`src/logic/link_timing_params.svh`:
```
// Offsets, field positions, reset values and timing figures of the link timing registers
`ifndef LINK_TIMING_PARAMS_SVH
`define LINK_TIMING_PARAMS_SVH

`define CLK_PERIOD_NS        10
`define ADDR_CHIP_TIME       8'h23
`define ADDR_TIMING_TWO      8'h24
`define CHIP_TIME_RESET      8'h00
`define TIMING_TWO_RESET     8'h00
`define UNMAPPED_READ        8'h00
// timing_config_two field positions
`define T2_NIBBLE_SRC_BIT    7
`define T2_WINDOW_HI         6
`define T2_WINDOW_LO         4
`define T2_CAP_OFF_BIT       3
`define T2_RESERVED_BIT      2
`define T2_FRAG_SIZE_BIT     1
`define T2_DIAG_EN_BIT       0
`define T2_WRITABLE_MASK     8'hfb
// Chip and bit times in ns
`define PSI5_FAST_NS         5300
`define PSI5_SLOW_NS         8000
`define DSI3_FIXED_NS        5000
`define SLEW_OFF_LAST_CODE   4'h1
// Oscillator training error period
`define OSC_PERIOD_NS        4000000
`define OSC_MAX_PERIODS      7'h40
// Background diagnostic fragment sizes
`define FRAG_CMD_SMALL       3'h2
`define FRAG_RSP_SMALL       3'h3
`define FRAG_CMD_LARGE       3'h4
`define FRAG_RSP_LARGE       3'h6

`endif

```
`src/logic/link_timing_pkg.sv`:
```
// Types shared by the link timing register block
`default_nettype none
package link_timing_pkg;
  typedef enum logic [2:0] {
    mode_dsi3      = 3'h0,
    mode_psi5      = 3'h1,
    mode_spi       = 3'h2,
    mode_i2c       = 3'h3,
    mode_psi5_prog = 3'h4
  } mode_type;

  typedef enum logic [1:0] {
    xfer_periodic   = 2'h0,
    xfer_command    = 2'h1,
    xfer_background = 2'h2
  } xfer_type;

  typedef enum logic [1:0] {
    osc_idle  = 2'b00,
    osc_count = 2'b01,
    osc_fault = 2'b11
  } osc_state_type;
endpackage
`default_nettype wire

```
`src/logic/osc_watch_if.sv`:
```
// Link between the register block and the oscillator training watchdog
`default_nettype none
interface osc_watch_if;
  logic       busy;
  logic [2:0] window;
  logic       fault;
  modport watchdog (input busy, input window, output fault);
  modport owner    (output busy, output window, input fault);
endinterface
`default_nettype wire

```
`src/logic/osc_train_watchdog.sv`:
```
// Counts 4 ms periods of oscillator training and raises the training fault
`default_nettype none
`include "link_timing_params.svh"
module osc_train_watchdog #(
  parameter int PERIOD_CYCLES = `OSC_PERIOD_NS / `CLK_PERIOD_NS
) (
  input  wire logic      mclk,
  input  wire logic      rst_n,
  osc_watch_if.watchdog  watch
);
  // Refuse a zero period while elaborating, not at run time
  if (PERIOD_CYCLES < 1)
  begin : g_bad_period
    $error("PERIOD_CYCLES must be at least 1");
  end

  link_timing_pkg::osc_state_type state;
  link_timing_pkg::osc_state_type next_state;
  logic [31:0] tick;
  logic [31:0] next_tick;
  logic [6:0]  periods;
  logic [6:0]  next_periods;
  logic [6:0]  limit;
  logic        fault;
  logic        next_fault;

  ////////////////////////////////////////////////////////////////////////////
  // Code 000 means the longest window, so the table wraps to 64
  always_comb
  begin
    limit = (watch.window == 3'h0) ? `OSC_MAX_PERIODS : 7'(7'h1 << (watch.window - 3'h1));
  end

  // Training dropping out restarts the count and clears the fault
  always_comb
  begin
    next_state   = state;
    next_tick    = tick;
    next_periods = periods;
    next_fault   = fault;
    unique case (state)
      link_timing_pkg::osc_idle:
      begin
        next_tick    = 32'h0;
        next_periods = 7'h0;
        next_fault   = 1'b0;
        if (watch.busy)
          next_state = link_timing_pkg::osc_count;
      end
      link_timing_pkg::osc_count:
      begin
        if (!watch.busy)
          next_state = link_timing_pkg::osc_idle;
        else if (tick == 32'(PERIOD_CYCLES - 1))
        begin
          next_tick    = 32'h0;
          next_periods = periods + 7'h1;
          if (periods + 7'h1 >= limit)
          begin
            next_fault = 1'b1;
            next_state = link_timing_pkg::osc_fault;
          end
        end
        else
          next_tick = tick + 32'h1;
      end
      link_timing_pkg::osc_fault:
      begin
        if (!watch.busy)
          next_state = link_timing_pkg::osc_idle;
      end
      default:
        next_state = link_timing_pkg::osc_idle;
    endcase
  end

  always_ff @(posedge mclk or negedge rst_n)
  begin
    if (!rst_n)
    begin
      state   <= link_timing_pkg::osc_idle;
      tick    <= 32'h0;
      periods <= 7'h0;
      fault   <= 1'b0;
    end
    else
    begin
      state   <= next_state;
      tick    <= next_tick;
      periods <= next_periods;
      fault   <= next_fault;
    end
  end

  assign watch.fault = fault;
endmodule
`default_nettype wire

```
`src/logic/link_timing_config_regs.sv`:
```
// Chip time and second timing configuration registers with the logic they steer
`default_nettype none
`include "link_timing_params.svh"

// What this block does
// - DSI3 periodic chip time and slew from code
// - DSI3 command and diagnostic use fixed 5 us
// - PSI5 bit time from code top bit
// - SPI and I2C store code, no effect
// - Second timing register readable and writable in every mode except plain PSI5
// - Register contents feed the array error check
// - Nibble source picks init phase 2 data
// - Training fault after selected 4 ms periods
// - Capacitor test skipped when disable set
// - Capacitor fault sets buffer undervoltage flag
// - Disabling capacitor test refused during undervoltage
// - Fragment size picks command bits, response chips
// - Diagnostic mode runs only when enabled
// - Inapplicable fields stored but have no effect
module link_timing_config_regs #(
  parameter int OSC_PERIOD_CYCLES = `OSC_PERIOD_NS / `CLK_PERIOD_NS
) (
  input  wire logic                       mclk,
  input  wire logic                       rst_n,
  input  wire link_timing_pkg::mode_type  link_mode,
  input  wire link_timing_pkg::xfer_type  xfer_kind,
  input  wire logic                       reg_wr_en,
  input  wire logic                       reg_rd_en,
  input  wire logic [7:0]                 reg_addr,
  input  wire logic [7:0]                 reg_wdata,
  output logic [7:0]                      reg_rdata,
  output logic                            write_refused,
  input  wire logic [7:0]                 serial_number_byte_four,
  input  wire logic [7:0]                 user_byte_six,
  input  wire logic [7:0]                 user_byte_fourteen,
  output logic [3:0]                      init2_d19_nibble,
  output logic [3:0]                      init2_d20_nibble,
  output logic [9:0]                      link_period_cycles,
  output logic                            slew_enable,
  input  wire logic                       osc_train_busy,
  output logic                            oscillator_training_fault,
  input  wire logic                       cap_test_fault,
  output logic                            cap_test_run,
  output logic                            buffer_undervoltage_error,
  output logic                            diag_mode_active,
  output logic [2:0]                      diag_cmd_bits,
  output logic [2:0]                      diag_rsp_chips,
  output logic [15:0]                     rw_array_image,
  output logic                            rw_array_parity
);
  // Refuse a zero training period while elaborating
  if (OSC_PERIOD_CYCLES < 1)
  begin : g_bad_period
    $error("OSC_PERIOD_CYCLES must be at least 1");
  end

  localparam logic [9:0] PSI5_FAST_CYC  = 10'(`PSI5_FAST_NS / `CLK_PERIOD_NS);
  localparam logic [9:0] PSI5_SLOW_CYC  = 10'(`PSI5_SLOW_NS / `CLK_PERIOD_NS);
  localparam logic [9:0] DSI3_FIXED_CYC = 10'(`DSI3_FIXED_NS / `CLK_PERIOD_NS);

  logic [7:0] chip_time_reg;
  logic [7:0] timing_config_two;
  logic [7:0] next_chip_time_reg;
  logic [7:0] next_timing_config_two;
  logic [7:0] next_reg_rdata;
  logic       next_write_refused;
  logic       next_uv;
  logic [3:0] next_d19;
  logic [3:0] next_d20;
  logic [9:0] next_period;
  logic       next_slew;
  logic       next_cap_run;
  logic       next_diag_active;
  logic [2:0] next_cmd_bits;
  logic [2:0] next_rsp_chips;
  logic       is_dsi3;
  logic       is_psi5;
  logic [3:0] chip_time_code;

  osc_watch_if watch ();

  ////////////////////////////////////////////////////////////////////////////
  // DSI3 periodic chip time per code, in ns
  function automatic logic [9:0] dsi3_cycles(input logic [3:0] code);
    int ns;
    ns = 1000;
    unique case (code)
      4'h0: ns = 1000;
      4'h1: ns = 2000;
      4'h2: ns = 2500;
      4'h3: ns = 2600;
      4'h4: ns = 2600;
      4'h5: ns = 2700;
      4'h6: ns = 2800;
      4'h7: ns = 2900;
      4'h8: ns = 3000;
      4'h9: ns = 3100;
      4'ha: ns = 3200;
      4'hb: ns = 3300;
      4'hc: ns = 3500;
      4'hd: ns = 4000;
      4'he: ns = 4500;
      4'hf: ns = 5000;
    endcase
    return 10'(ns / `CLK_PERIOD_NS);
  endfunction

  assign chip_time_code = chip_time_reg[3:0];
  assign is_dsi3        = (link_mode == link_timing_pkg::mode_dsi3);
  assign is_psi5        = (link_mode == link_timing_pkg::mode_psi5) || (link_mode == link_timing_pkg::mode_psi5_prog);

  ////////////////////////////////////////////////////////////////////////////
  // Register writes; plain PSI5 runtime carries no register traffic
  always_comb
  begin
    next_chip_time_reg     = chip_time_reg;
    next_timing_config_two = timing_config_two;
    next_write_refused     = 1'b0;
    if (reg_wr_en && link_mode != link_timing_pkg::mode_psi5)
    begin
      if (reg_addr == `ADDR_CHIP_TIME)
        next_chip_time_reg = reg_wdata;
      else if (reg_addr == `ADDR_TIMING_TWO)
      begin
        // A registered undervoltage flag blocks turning the capacitor test off
        if (buffer_undervoltage_error && reg_wdata[`T2_CAP_OFF_BIT] && !timing_config_two[`T2_CAP_OFF_BIT])
          next_write_refused = 1'b1;
        else
          next_timing_config_two = reg_wdata & `T2_WRITABLE_MASK;
      end
    end
  end

  // Read port; unmapped addresses answer zero
  always_comb
  begin
    next_reg_rdata = reg_rdata;
    if (reg_rd_en && link_mode != link_timing_pkg::mode_psi5)
    begin
      if (reg_addr == `ADDR_CHIP_TIME)
        next_reg_rdata = chip_time_reg;
      else if (reg_addr == `ADDR_TIMING_TWO)
        next_reg_rdata = timing_config_two;
      else
        next_reg_rdata = `UNMAPPED_READ;
    end
  end

  ////////////////////////////////////////////////////////////////////////////
  // Link timing; SPI and I2C use the fixed 5 us DSI3 time
  always_comb
  begin
    next_period = dsi3_cycles(chip_time_code);
    next_slew   = (chip_time_code > `SLEW_OFF_LAST_CODE);
    if (is_psi5)
    begin
      next_period = chip_time_code[3] ? PSI5_SLOW_CYC : PSI5_FAST_CYC;
      next_slew   = 1'b1;
    end
    else if (is_dsi3 && xfer_kind != link_timing_pkg::xfer_periodic)
    begin
      next_period = DSI3_FIXED_CYC;
      next_slew   = 1'b1;
    end
    else if (!is_dsi3)
    begin
      next_period = DSI3_FIXED_CYC;
      next_slew   = 1'b1;
    end
  end

  // Init phase 2 nibbles only meaningful in PSI5
  always_comb
  begin
    next_d19 = 4'h0;
    next_d20 = 4'h0;
    if (is_psi5)
    begin
      if (timing_config_two[`T2_NIBBLE_SRC_BIT])
      begin
        next_d19 = user_byte_six[7:4];
        next_d20 = user_byte_fourteen[7:4];
      end
      else
      begin
        next_d19 = serial_number_byte_four[7:4];
        next_d20 = serial_number_byte_four[3:0];
      end
    end
  end

  // Capacitor test and diagnostic mode act in DSI3 only
  always_comb
  begin
    next_cap_run     = is_dsi3 && !timing_config_two[`T2_CAP_OFF_BIT];
    next_uv          = next_cap_run && cap_test_fault;
    next_diag_active = is_dsi3 && timing_config_two[`T2_DIAG_EN_BIT];
    next_cmd_bits    = timing_config_two[`T2_FRAG_SIZE_BIT] ? `FRAG_CMD_LARGE : `FRAG_CMD_SMALL;
    next_rsp_chips   = timing_config_two[`T2_FRAG_SIZE_BIT] ? `FRAG_RSP_LARGE : `FRAG_RSP_SMALL;
    if (!next_diag_active)
    begin
      next_cmd_bits  = 3'h0;
      next_rsp_chips = 3'h0;
    end
  end

  ////////////////////////////////////////////////////////////////////////////
  always_ff @(posedge mclk or negedge rst_n)
  begin
    if (!rst_n)
    begin
      chip_time_reg             <= `CHIP_TIME_RESET;
      timing_config_two         <= `TIMING_TWO_RESET;
      reg_rdata                 <= 8'h00;
      write_refused             <= 1'b0;
      init2_d19_nibble          <= 4'h0;
      init2_d20_nibble          <= 4'h0;
      link_period_cycles        <= 10'h0;
      slew_enable               <= 1'b0;
      cap_test_run              <= 1'b0;
      buffer_undervoltage_error <= 1'b0;
      diag_mode_active          <= 1'b0;
      diag_cmd_bits             <= 3'h0;
      diag_rsp_chips            <= 3'h0;
      rw_array_image            <= 16'h0;
      rw_array_parity           <= 1'b0;
      oscillator_training_fault <= 1'b0;
    end
    else
    begin
      chip_time_reg             <= next_chip_time_reg;
      timing_config_two         <= next_timing_config_two;
      reg_rdata                 <= next_reg_rdata;
      write_refused             <= next_write_refused;
      init2_d19_nibble          <= next_d19;
      init2_d20_nibble          <= next_d20;
      link_period_cycles        <= next_period;
      slew_enable               <= next_slew;
      cap_test_run              <= next_cap_run;
      buffer_undervoltage_error <= next_uv; // Clears once the fault recovers
      diag_mode_active          <= next_diag_active;
      diag_cmd_bits             <= next_cmd_bits;
      diag_rsp_chips            <= next_rsp_chips;
      rw_array_image            <= {timing_config_two, chip_time_reg};
      rw_array_parity           <= ^{timing_config_two, chip_time_reg};
      oscillator_training_fault <= watch.fault;
    end
  end

  ////////////////////////////////////////////////////////////////////////////
  // Training watchdog runs in every mode since training is reachable on all links
  assign watch.busy   = osc_train_busy;
  assign watch.window = timing_config_two[`T2_WINDOW_HI:`T2_WINDOW_LO];

  osc_train_watchdog #(
    .PERIOD_CYCLES (OSC_PERIOD_CYCLES)
  ) u_watchdog (
    .mclk  (mclk),
    .rst_n (rst_n),
    .watch (watch.watchdog)
  );
endmodule
`default_nettype wire

```
`config.mk`:
```
export PLATFORM = sky130hd
export DESIGN_NAME = link_timing_config_regs
export DESIGN_NICKNAME = d
export VERILOG_FILES = /design/src/logic/link_timing_pkg.sv /design/src/logic/osc_watch_if.sv /design/src/logic/osc_train_watchdog.sv /design/src/logic/link_timing_config_regs.sv
export VERILOG_INCLUDE_DIRS = /design/src /design/src/logic
export SDC_FILE = /design/constraint.sdc
export NUM_CORES = 1
export LEC_CHECK = 0
export ABC_AREA = 0
export BUFFER_PORTS_ARGS = -buffer_cell sky130_fd_sc_hd__buf_2
export CORE_ASPECT_RATIO = 1.25
export CORE_MARGIN = 10
export CORE_UTILIZATION = 61
export CTS_BUF_LIST = sky130_fd_sc_hd__clkbuf_16
export CTS_CLUSTER_SIZE = 28
export DETAILED_ROUTE_END_ITERATION = 10
export PLACE_DENSITY = 0.91
export RECOVER_POWER = 100
export SYNTH_ARGS = -nofsm -noshare
export SYNTH_HDL_FRONTEND = slang
export SYNTH_SLANG_ARGS = --single-unit
```
`constraint.sdc`:
```
create_clock -name mclk -period 6.56 [get_ports mclk]
set_clock_uncertainty 0.15 [all_clocks]
set_input_delay 1.968 -clock mclk [delete_from_list [all_inputs] [get_ports mclk]]
set_output_delay 1.968 -clock mclk [all_outputs]
set_load 0.02 [all_outputs]
```
==> results of run 1 <==
-- cell type report --
type / count / area share, %
timing repair buffer: 96 / 5.91
clock buffer: 9 / 3.26
sequential: 107 / 38.7
tap: 129 / 2.33
multi-input combinational: 504 / 47.4
clock inverter: 7 / 1.19
antenna: 1 / 0.0362
inverter: 22 / 1.19
-- path summary, 6_finish.rpt --
kind                                                         start                                  end  slack, ns
worst max register to register        chip_time_reg[1]$_DFFE_PN0P_      link_period_cycles[0]$_DFF_PN0_       0.72
worst min-delay path            u_watchdog.watch.fault$_DFFE_PN0P_  oscillator_training_fault$_DFF_PN0_       0.23
max in group asynchronous                                    rst_n       u_watchdog.tick[8]$_DFFE_PN0P_       1.19
min in group asynchronous                                    rst_n        init2_d20_nibble[1]$_DFF_PN0_       2.66
worst min register to register  u_watchdog.watch.fault$_DFFE_PN0P_  oscillator_training_fault$_DFF_PN0_       0.23
worst max-delay path                  chip_time_reg[1]$_DFFE_PN0P_      link_period_cycles[0]$_DFF_PN0_       0.72
-- per-stage QoR --
stage / util [%] / setup slack [ns]
after global routing: 68.8 / 0.329
after global placement: 66.7 / 1.21
after floorplan: - / 2.07
final: 68.8 / 0.719
after detailed placement: 66.7 / 1.04
after CTS: 69.8 / 1.02
-- report_power, final --
part / internal (uW) / switching (uW)
Clock: 303 / 260
Combinational: 208 / 344
Sequential: 682 / 25.5
Total: 1190 / 630
-- kinds of logic after synthesis --
| family | synth area share, % |
|---|---|
| xor gates and xnor gates | 6.72 |
| muxes | 3.94 |
| AOI/OAI and AO/OA | 16.8 |
| buffers and inverters | 3.96 |
| adders and majority gates | 4.83 |
| other | 0.0603 |
| DFF | 43.1 |
| and+or+nand+nor | 20.6 |
-- critical path, delay by kind of cell (launching register included) --
kind | cells | cell delay (ns)
multiplexers | 1 | 0.42
XOR/XNOR | 1 | 0.16
AND/OR/NAND/NOR | 5 | 1.15
flip-flops | 1 | 0.74
adder cells (fa/ha/maj) | 2 | 0.62
AO/OA/AOI/OAI | 9 | 1.99
buffers and inverters | 2 | 0.48
-- cell usage after synthesis (all sizes together), types with 4 or more instances --
cell / n
and3: 16
mux2i: 14
mux2: 9
o32a: 4
a21oi: 30
nand4: 13
buf: 18
o21ai: 41
dfrtp: 107
nor4: 9
clkbuf: 10
nor2: 68
nand2b: 7
or3: 5
nor3: 12
ha: 24
a21o: 10
a22o: 6
o211ai: 8
nand3: 31
nand2: 65
o31ai: 6
nor2b: 6
xnor2: 23
nor4b: 4
inv: 21
and2: 7
a22oi: 9
xor2: 23
o32ai: 6
o22ai: 4
-- routing by layer --
metal	vias to the layer above	wire [um]	track usage, %
met5	-	0	0
met4	0	602	11.2
met3	51	1190	5.10
met2	261	9010	40.6
met1	2694	6080	26.5
li1	2532	-	-
-- layout by cell type, fill, tap and decap left out, types with 4 or more instances in the layout --
| cell | n |
|---|---|
| clkbuf_1 | 57 |
| nand4_1 | 13 |
| nand2_1 | 65 |
| ha_1 | 24 |
| and2_1 | 4 |
| o22ai_1 | 4 |
| o32a_1 | 4 |
| o31ai_1 | 4 |
| nand3_1 | 31 |
| o211ai_1 | 8 |
| o21ai_0 | 38 |
| xnor2_1 | 21 |
| nand2b_1 | 7 |
| mux2_2 | 7 |
| nor4_1 | 9 |
| buf_2 | 38 |
| a21oi_1 | 30 |
| or3_1 | 5 |
| nor4b_1 | 4 |
| inv_1 | 20 |
| nor2_1 | 67 |
| o32ai_1 | 6 |
| inv_6 | 4 |
| nor2b_1 | 6 |
| a22oi_1 | 9 |
| mux2i_1 | 14 |
| nor3_1 | 10 |
| xor2_1 | 23 |
| clkbuf_16 | 9 |
| dfrtp_1 | 107 |
| a22o_1 | 6 |
| a21o_1 | 10 |
| and3_1 | 16 |
==> impl_results.md, run 1 <==
- WL/cell: 19.3 um
- Top flop regs: u_watchdog.tick x32, rw_array_image x15, link_period_cycles x10
- Avg Inst Size Synth: roughly 9.4 um2
- GPL Wtd Cong: around 0.97
- Hold/Removal Path Class: reg2reg
- Dpl cell area: ~0.0067 mm2
- Post-route insts no fill: 875
- Clk buf depth: 2
- Final Slew Violations: 93
- Max-cap violations: 2
- Vias/cell: between 6 and 7
- Area contributors post-synth: dfrtp_1 43%, ha_1 4.8%, nor2_1 4.0%, nand2_1 3.9%, xor2_1 3.2%
- Post-Synthesis Cells: 660
- Post-route DRC: 0
- Nets: 815
- CP Cell Sequence: clkinv_1, ha_1, nor4b_1, o21ai_0, nand4_1, and2_0, xnor2_2, mux2i_1, o32a_1, o31ai_1, a211o_1, ha_1, inv_1, nor2_1, a211oi_1, a32oi_1, a2bb2oi_1, o32ai_1, nand2_1, o311ai_0
- Hold Fails Final Rpt: 0
- DIE WIDTH: between 100 and 150 um
- Postcts setup bufs: 0
- Vias: between 5000 and 6000
- DRT iter0 DRCs: around 470
- Tmin final: 5.84 ns
- Max reg flops: 32
- CP max-delay cell: dfrtp_1
- Crit share post-route: about nine tenths
- First-pass GRT wire length: approximately 28000 um
- Crit. End Element: register
- Area growth syn-to-layout: 11.2%
- Run status: finished, violations left
- Leak pwr: 0.00315 uW
- IO Pins: approximately 110
- TritonCTS Sinks: 107
- Reg area: around 0.0027 mm2
- Design area: approximately 0.0069 mm2
- DRT antenna net count: 0
- Power, Total: ~1800 uW
- H-tree depth: 3
- WL final: approximately 17000 um
- RSZ-0062 raised after global routing: false
- Crit start category: register
- Most used DFF post-synth: dfrtp_1
- CTS buffer count: 9
- Sequential share of the synthesized area: 43.1%
- # resized after CTS: 0
- Fill cell count: roughly 760
- Dpl hpwl: 12100 um
- WP data required: around 6.6 ns
- CTS root buf: clkbuf_16
- Row cnt: just over 40
- Die area: approximately 0.015 mm2
- Violated checks: max-capacitance violations, max-slew violations
- Post-Syn Area: a little over 0.006 mm2
- CTS tree: built
- # setup viols final: 0
- Share of cells above drive strength 1: 10.3%
- WP data arrival: approximately 6 ns
- #FFs+latches synth: 107
- Critical path class: reg2reg
- Port-buffer cells: 95
- Placed cell count: around 860
- Total power density per cell area: 264 mW/mm2
- Fin Hold WS: 0.232 ns
- Leading area contributor after synthesis: dfrtp_1
- Initial cell density of the core: 61.8%
- Die height: around 130 um
- Synth Warn #: 0
- Vias in the first global route: 5600
- Reg with most FFs: u_watchdog.tick
- Top cell type's share of synthesized area: roughly 43%
- Core ar.: roughly 0.010 mm2
- Crit Path Max Fanout: 18
- Hold depth: 0
- Slew headroom: -136%
- Largest net degree at the start of global routing: a little under 70
- Yosys cell types: 76
- 1st-pass router iterations: 5
- Crit path largest cell delay: ~0.74 ns
- Most common cell on crit path: ha_1
- Max VDD drop: roughly 0.00018 V
- Antenna violations before repair: 1
- Worst slew pin tran: approximately 3.5 ns
- Global Route Usage Sum: 23.6%
- Multi-input gate area: 0.00328 mm2
- Hold Buf Count CTS: 0
- Setup TNS: 0 ns
- Async SR Flop Fraction: 100%
- Clock-pin transition on the worst setup and hold timing paths: 0.07 ns
- Clk_lat worst skew: around 0.36 ns
- Overflow after GRT: 0
- Peak Freq: roughly 0.17 GHz
- R2R cell count: 20
- Number of flops mapped to enable cells by yosys: 0
No activity file was read; power rests on OpenSTA's default activity.
==> run 2, diff against run 1 <==
--- a/config.mk
+++ b/config.mk
@@ -10,11 +10,11 @@
 export BUFFER_PORTS_ARGS = -buffer_cell sky130_fd_sc_hd__buf_2
 export CORE_ASPECT_RATIO = 1.25
 export CORE_MARGIN = 10
-export CORE_UTILIZATION = 61
+export CORE_UTILIZATION = 57
 export CTS_BUF_LIST = sky130_fd_sc_hd__clkbuf_16
 export CTS_CLUSTER_SIZE = 28
 export DETAILED_ROUTE_END_ITERATION = 10
-export PLACE_DENSITY = 0.91
+export PLACE_DENSITY = 0.86
 export RECOVER_POWER = 100
 export SYNTH_ARGS = -nofsm -noshare
 export SYNTH_HDL_FRONTEND = slang
==> constraint.sdc (replaced) <==
create_clock -name mclk -period 6.1 [get_ports mclk]
set_clock_uncertainty 0.15 [all_clocks]
set_input_delay 1.83 -clock mclk [delete_from_list [all_inputs] [get_ports mclk]]
set_output_delay 1.83 -clock mclk [all_outputs]
set_load 0.02 [all_outputs]
==> run 2 against run 1 <==
  * The run still ends with max-capacitance violations, max-slew violations left
  * First-iteration DRC count fell by 11%
  * Cell area about the same
  * Hold slack improved by 0.0026 ns
  * Sequential power grew 6.9%
  * Largest cell class unchanged
==> impl_results.md, run 2 (same netlist as run 1, synthesis figures left out) <==
- Run status: finished, violations left
- Violated checks: max-capacitance violations, max-slew violations
- Share of cells above drive strength 1: 10.4%
- Nets: approximately 820
- Antenna violations before repair: 0
- Crit share post-route: between 80% and 90%
- Vias/cell: ~6.3
- Total power density per cell area: between 200 and 300 mW/mm2
- Clock power frac: 29.9%
- Clk buf depth: 2
- Crit start category: register
- Design area: slightly below 0.007 mm2
- Highest Signal Layer: met4
- Met2 WL: 8590 um
- Max reg flops: 32
- Die area: approximately 0.016 mm2
- Port-buffer cells: 95
- Area growth syn-to-layout: 11.2%
- H-tree depth: 3
- Core ar.: between 0.01 and 0.015 mm2
- IO Pins: between 100 and 150
- 1st-pass router iterations: 7
- Peak Freq: 0.186 GHz
- Max VDD drop: 0.000144 V
- Reg with most FFs: u_watchdog.tick
- Dpl hpwl: about 12000 um
- Die height: approximately 140 um
- Max-cap violations: 2
- WL/cell: between 15 and 20 um
- R2R Path Start: chip_time_reg[0]$_DFFE_PN0P_
- Hold Startpoint: u_watchdog.watch.fault$_DFFE_PN0P_
- P_sw: approximately 660 uW
- Hold depth: 0
- Antenna diodes: 0
- Initial cell density of the core: 58.6%
- DRT antenna net count: 0
- WP data required: a little over 6 ns
- Post-route DRC: 0
- Routed length on met1: roughly 6200 um
- DRT iter0 DRCs: 415
- Net Sw Frac: 34.2%
- WL final: 16600 um
- R2R cell count: 19
- WL met3: between 1000 and 1500 um
- Final Slew Violations: 95
- Postcts setup bufs: 0
- Tmin final: between 5 and 6 ns
- Vias in the first global route: roughly 5600
- CTS buffer count: 9
- Worst slew pin tran: around 3.6 ns
- CTS root buf: clkbuf_16
- Int Power: roughly 1300 uW
- Setup TNS: 0 ns
- Hold Buf Count CTS: 0
- Gate power share: between 30 and 40%
- Leak pwr: roughly 0.0032 uW
- Hold Fails Final Rpt: 0
- Dpl cell area: 0.00673 mm2
- Commonest non-fill, non-tap cells in the layout: 107 x dfrtp_1, 67 x nor2_1, 65 x nand2_1
- Slew headroom: -140%
- Power, Total: a little under 2000 uW
- Top flop regs: u_watchdog.tick x32, rw_array_image x15, link_period_cycles x10
- Critical path class: reg2reg
- Overflow after GRT: 0
- Commonest non-fill, non-tap cell in the layout: dfrtp_1
- Hold/Removal Path Class: reg2reg
- Row cnt: 42
- WP data arrival: 5.47 ns
- Largest net degree at the start of global routing: 71
- TritonCTS Sinks: 107
- First-pass GRT wire length: around 27000 um
- Clock-pin transition on the worst setup and hold timing paths: roughly 0.070 ns
- CTS tree: built
- Worst Setup SP: chip_time_reg[0]$_DFFE_PN0P_
- DIE WIDTH: roughly 110 um
- Global Route Usage Sum: between 20 and 25%
- Seq pwr share: 39.0%
- # resized after CTS: 0
- # setup viols final: 0
- Crit Path Max Fanout: 13
- GPL Wtd Cong: ~1
- Crit. End Element: register
- Vias: between 5000 and 6000
- RSZ-0062 raised after global routing: false
- Clk_lat worst skew: around 0.35 ns
==> run 2: power by group through the flow <==
stage / sequential [uW] / combinational [uW] / clock, uW
CTS: 755 / 607 / 587
global placement: 767 / 571 / 0
detailed placement: 768 / 599 / 0
floorplan: 783 / 449 / 0
global route: 759 / 658 / 613
finish: 756 / 604 / 581
==> run 2: worst paths after layout <==
path / endpoint / slack [ns]
max: link_period_cycles[0]$_DFF_PN0_ / 0.73
min: oscillator_training_fault$_DFF_PN0_ / 0.23
max reg2reg: link_period_cycles[0]$_DFF_PN0_ / 0.73
min reg2reg: oscillator_training_fault$_DFF_PN0_ / 0.23
max in group asynchronous: u_watchdog.state[0]$_DFFE_PN0P_ / 1.22
min in group asynchronous: u_watchdog.periods[2]$_DFFE_PN0P_ / 2.54
==> run 2: through the flow <==
| stage | hold WS (ns) | std cells | setup WS [ns] | util [%] |
|---|---|---|---|---|
| after global routing | 0.255 | 879 | 0.311 | 65.2 |
| after CTS | 0.236 | 879 | 0.879 | 66.1 |
| final | 0.234 | 879 | 0.725 | 65.2 |
| after floorplan | 0.204 | 661 | 1.61 | - |
| after global placement | 0.221 | 863 | 1.13 | 63.4 |
| after detailed placement | 0.221 | 863 | 0.935 | 63.4 |
==> run 2: layout make-up <==
| class | instances | area, um2 |
|---|---|---|
| well taps | 132 | 165 |
| clock inverters | 7 | 68.8 |
| multi-input cells | 504 | 3270 |
| fillers | 894 | 3700 |
| inverters | 22 | 82.6 |
| clock buffers | 9 | 225 |
| flip-flops and latches | 107 | 2680 |
| repair buffers | 98 | 427 |
==> run 2: critical path, cell delays in order, from the launching register on <==
cell and delay [ns]:
dfrtp_1 0.60, inv_1 0.14, ha_1 0.36, a32oi_1 0.40, nand3b_1 0.22, a21boi_2 0.53, nand3_1 0.14, mux2i_1 0.40
o32a_1 0.36, o31ai_1 0.14, a211o_1 0.37, ha_1 0.24, inv_1 0.08, nor2_1 0.07, a211oi_1 0.30, a32oi_1 0.09
a2bb2oi_1 0.19, o32ai_1 0.25, nand2_1 0.10, o311ai_2 0.14
==> run 2: routing by layer <==
| metal | global-route usage [%] | vias up |
|---|---|---|
| li1 | - | 2526 |
| met1 | 23.3 | 2639 |
| met2 | 38.9 | 273 |
| met3 | 3.46 | 56 |
| met4 | 11.6 | 0 |
| met5 | 0 | - |
==> run 3, diff against run 2 <==
--- a/config.mk
+++ b/config.mk
@@ -9,7 +9,7 @@
 export ABC_AREA = 0
 export BUFFER_PORTS_ARGS = -buffer_cell sky130_fd_sc_hd__buf_2
 export CORE_ASPECT_RATIO = 1.25
-export CORE_MARGIN = 10
+export CORE_MARGIN = 4
 export CORE_UTILIZATION = 57
 export CTS_BUF_LIST = sky130_fd_sc_hd__clkbuf_16
 export CTS_CLUSTER_SIZE = 28
==> run 3 against run 2 <==
  * The run still ends with max-capacitance violations, max-slew violations left
  * Final cell count up 0.11%
  * Sequential power about the same
  * Global-route usage is 3.7 points higher
  * Hold slack better by 0.0066 ns
  * Cell area rose by 0.76%
  * Register-to-register slack got worse by 0.09 ns
  * Power grew 3.5%
  * Combinational power decreased by 2%
  * Critical path type unchanged
  * Critical endpoint unchanged
  * Highest routed layer unchanged
==> impl_results.md, run 3 (same netlist as run 1, synthesis figures left out) <==
- Run status: finished, violations left
- Violated checks: max-capacitance violations, max-slew violations
- Dpl hpwl: approximately 12000 um
- Clk_lat worst skew: between 0.3 and 0.4 ns
- WP data arrival: about 5.5 ns
- Max-cap violations: 2
- Reg area: about 0.0027 mm2
- CTS tree: built
- H-tree depth: 3
- Clk buf depth: 2
- CP max-delay cell: dfrtp_1
- First-pass GRT wire length: around 26000 um
- Die height: around 120 um
- Postcts setup bufs: 0
- Vias: 5361
- Row cnt: 42
- Port-buffer cells: between 90 and 100
- DRT antenna net count: 0
- WP data required: ~6.2 ns
- Max reg flops: 32
- Leak pwr: around 0.0032 uW
- Hold Fails Final Rpt: 0
- CTS buffer count: 9
- RSZ-0062 raised after global routing: false
- DIE WIDTH: approximately 100 um
- CTS root buf: clkbuf_16
- Vias/cell: just over 6
- DRT iter0 DRCs: about 330
- Share of cells above drive strength 1: between 10% and 20%
- Slew headroom: -151%
- Hold Buf Count CTS: 0
- Core ar.: ~0.011 mm2
- IO Pins: approximately 110
- Hold depth: 0
- Tmin final: ~5.5 ns
- Area growth syn-to-layout: 12.1%
- Die area: between 0.01 and 0.015 mm2
- Antenna violations before repair: 1
- Nets: 817
- WL final: ~16000 um
- Vias in the first global route: between 5000 and 6000
- Worst slew pin tran: roughly 3.8 ns
- Max VDD drop: between 0.00015 and 0.0002 V
- R2R cell count: 19
- Final Slew Violations: slightly below 100
- CP Cell Sequence: inv_1, ha_1, a32oi_1, nand3b_1, a21boi_2, nand3_1, mux2i_1, o32a_1, o31ai_1, a211o_1, ha_1, inv_1, nor2_1, a211oi_1, a32oi_1, a2bb2oi_1, o32ai_1, nand2_1, o311ai_0
- Post-route DRC: 0
- Crit path largest cell delay: just under 0.6 ns
- Setup TNS: 0 ns
- Crit Path Max Fanout: 13
- Critical path class: reg2reg
- Total power density per cell area: approximately 290 mW/mm2
- Commonest non-fill, non-tap cells in the layout: 107 x dfrtp_1, 67 x nor2_1, 65 x nand2_1
- # setup viols final: 0
- Top flop regs: u_watchdog.tick x32, rw_array_image x15, link_period_cycles x10
- Commonest non-fill, non-tap cell in the layout: dfrtp_1
- Clock-pin transition on the worst setup and hold timing paths: 0.07 ns
- Post-Route Utilization: 65.7%
- Overflow after GRT: 0
- GPL Wtd Cong: 0.977
- Fill cell count: around 850
- Largest net degree at the start of global routing: 74
- Reg with most FFs: u_watchdog.tick
- # resized after CTS: 0
- Multi-input gate area: 0.00328 mm2
- Crit. End Element: register
- Global Route Usage Sum: 25.1%
- Crit share post-route: between 80 and 90%
- Crit start category: register
- Initial cell density of the core: approximately three fifths
- 1st-pass router iterations: 5
- TritonCTS Sinks: 107
- WL/cell: approximately 18 um
- Peak Freq: ~0.18 GHz
- Hold/Removal Path Class: reg2reg
## run 3: final timing paths
path                                                          from                                  end  slack (ns)
worst max register to register        chip_time_reg[0]$_DFFE_PN0P_      link_period_cycles[0]$_DFF_PN0_        0.64
worst min-delay path            u_watchdog.watch.fault$_DFFE_PN0P_  oscillator_training_fault$_DFF_PN0_        0.24
worst min register to register  u_watchdog.watch.fault$_DFFE_PN0P_  oscillator_training_fault$_DFF_PN0_        0.24
max in group asynchronous                                    rst_n          rw_array_image[7]$_DFF_PN0_        1.08
min in group asynchronous                                    rst_n    u_watchdog.periods[1]$_DFFE_PN0P_        2.64
worst max-delay path                  chip_time_reg[0]$_DFFE_PN0P_      link_period_cycles[0]$_DFF_PN0_        0.64
## run 3: stage by stage
stage / hold slack (ns) / cell area, um2 / cells / power (uW) / setup slack [ns]
floorplan: 0.204 / 6220 / 661 / 1230 / 1.61
global placement: 0.223 / 6730 / 863 / 1340 / 1.03
detailed placement: 0.227 / 6730 / 863 / 1370 / 0.856
CTS: 0.243 / 7070 / 879 / 2030 / 0.812
global route: 0.265 / 6970 / 880 / 2110 / 0.212
finish: 0.241 / 6970 / 880 / 2010 / 0.638
## run 3: layout make-up
type	count	area share [%]
clock buffers	9	3.23
flip-flops and latches	107	38.4
well taps	132	2.37
clock inverters	7	1.65
diodes	1	0.0359
multi-input cells	504	47.0
inverters	22	1.18
repair buffers	98	6.09
## run 3: routing by layer
metal  up-vias  track usage, %  share of wire [%]  wire (um)
li1       2531               -                  -          -
met1      2599            30.8                 39       6110
met2       198            44.0                 53       8370
met3        33            3.03                5.4        856
met4         0            9.86                2.5        390
met5         -               0                  0          0
## run 3: where the power goes
group	switching [uW]	internal (uW)	total (uW)	leakage, uW
clock network	259	400	660	0.000167
registers	22.8	734	756	0.00139
logic	368	225	593	0.00161
## run 3: worst max-delay path, delay by kind of cell, from the launching register on
kind | cells | cell delay (ns)
buf+inv | 2 | 0.22
fa+ha+maj | 2 | 0.61
mux | 1 | 0.38
flops | 1 | 0.58
simple gates | 4 | 0.52
compound gates | 10 | 2.85
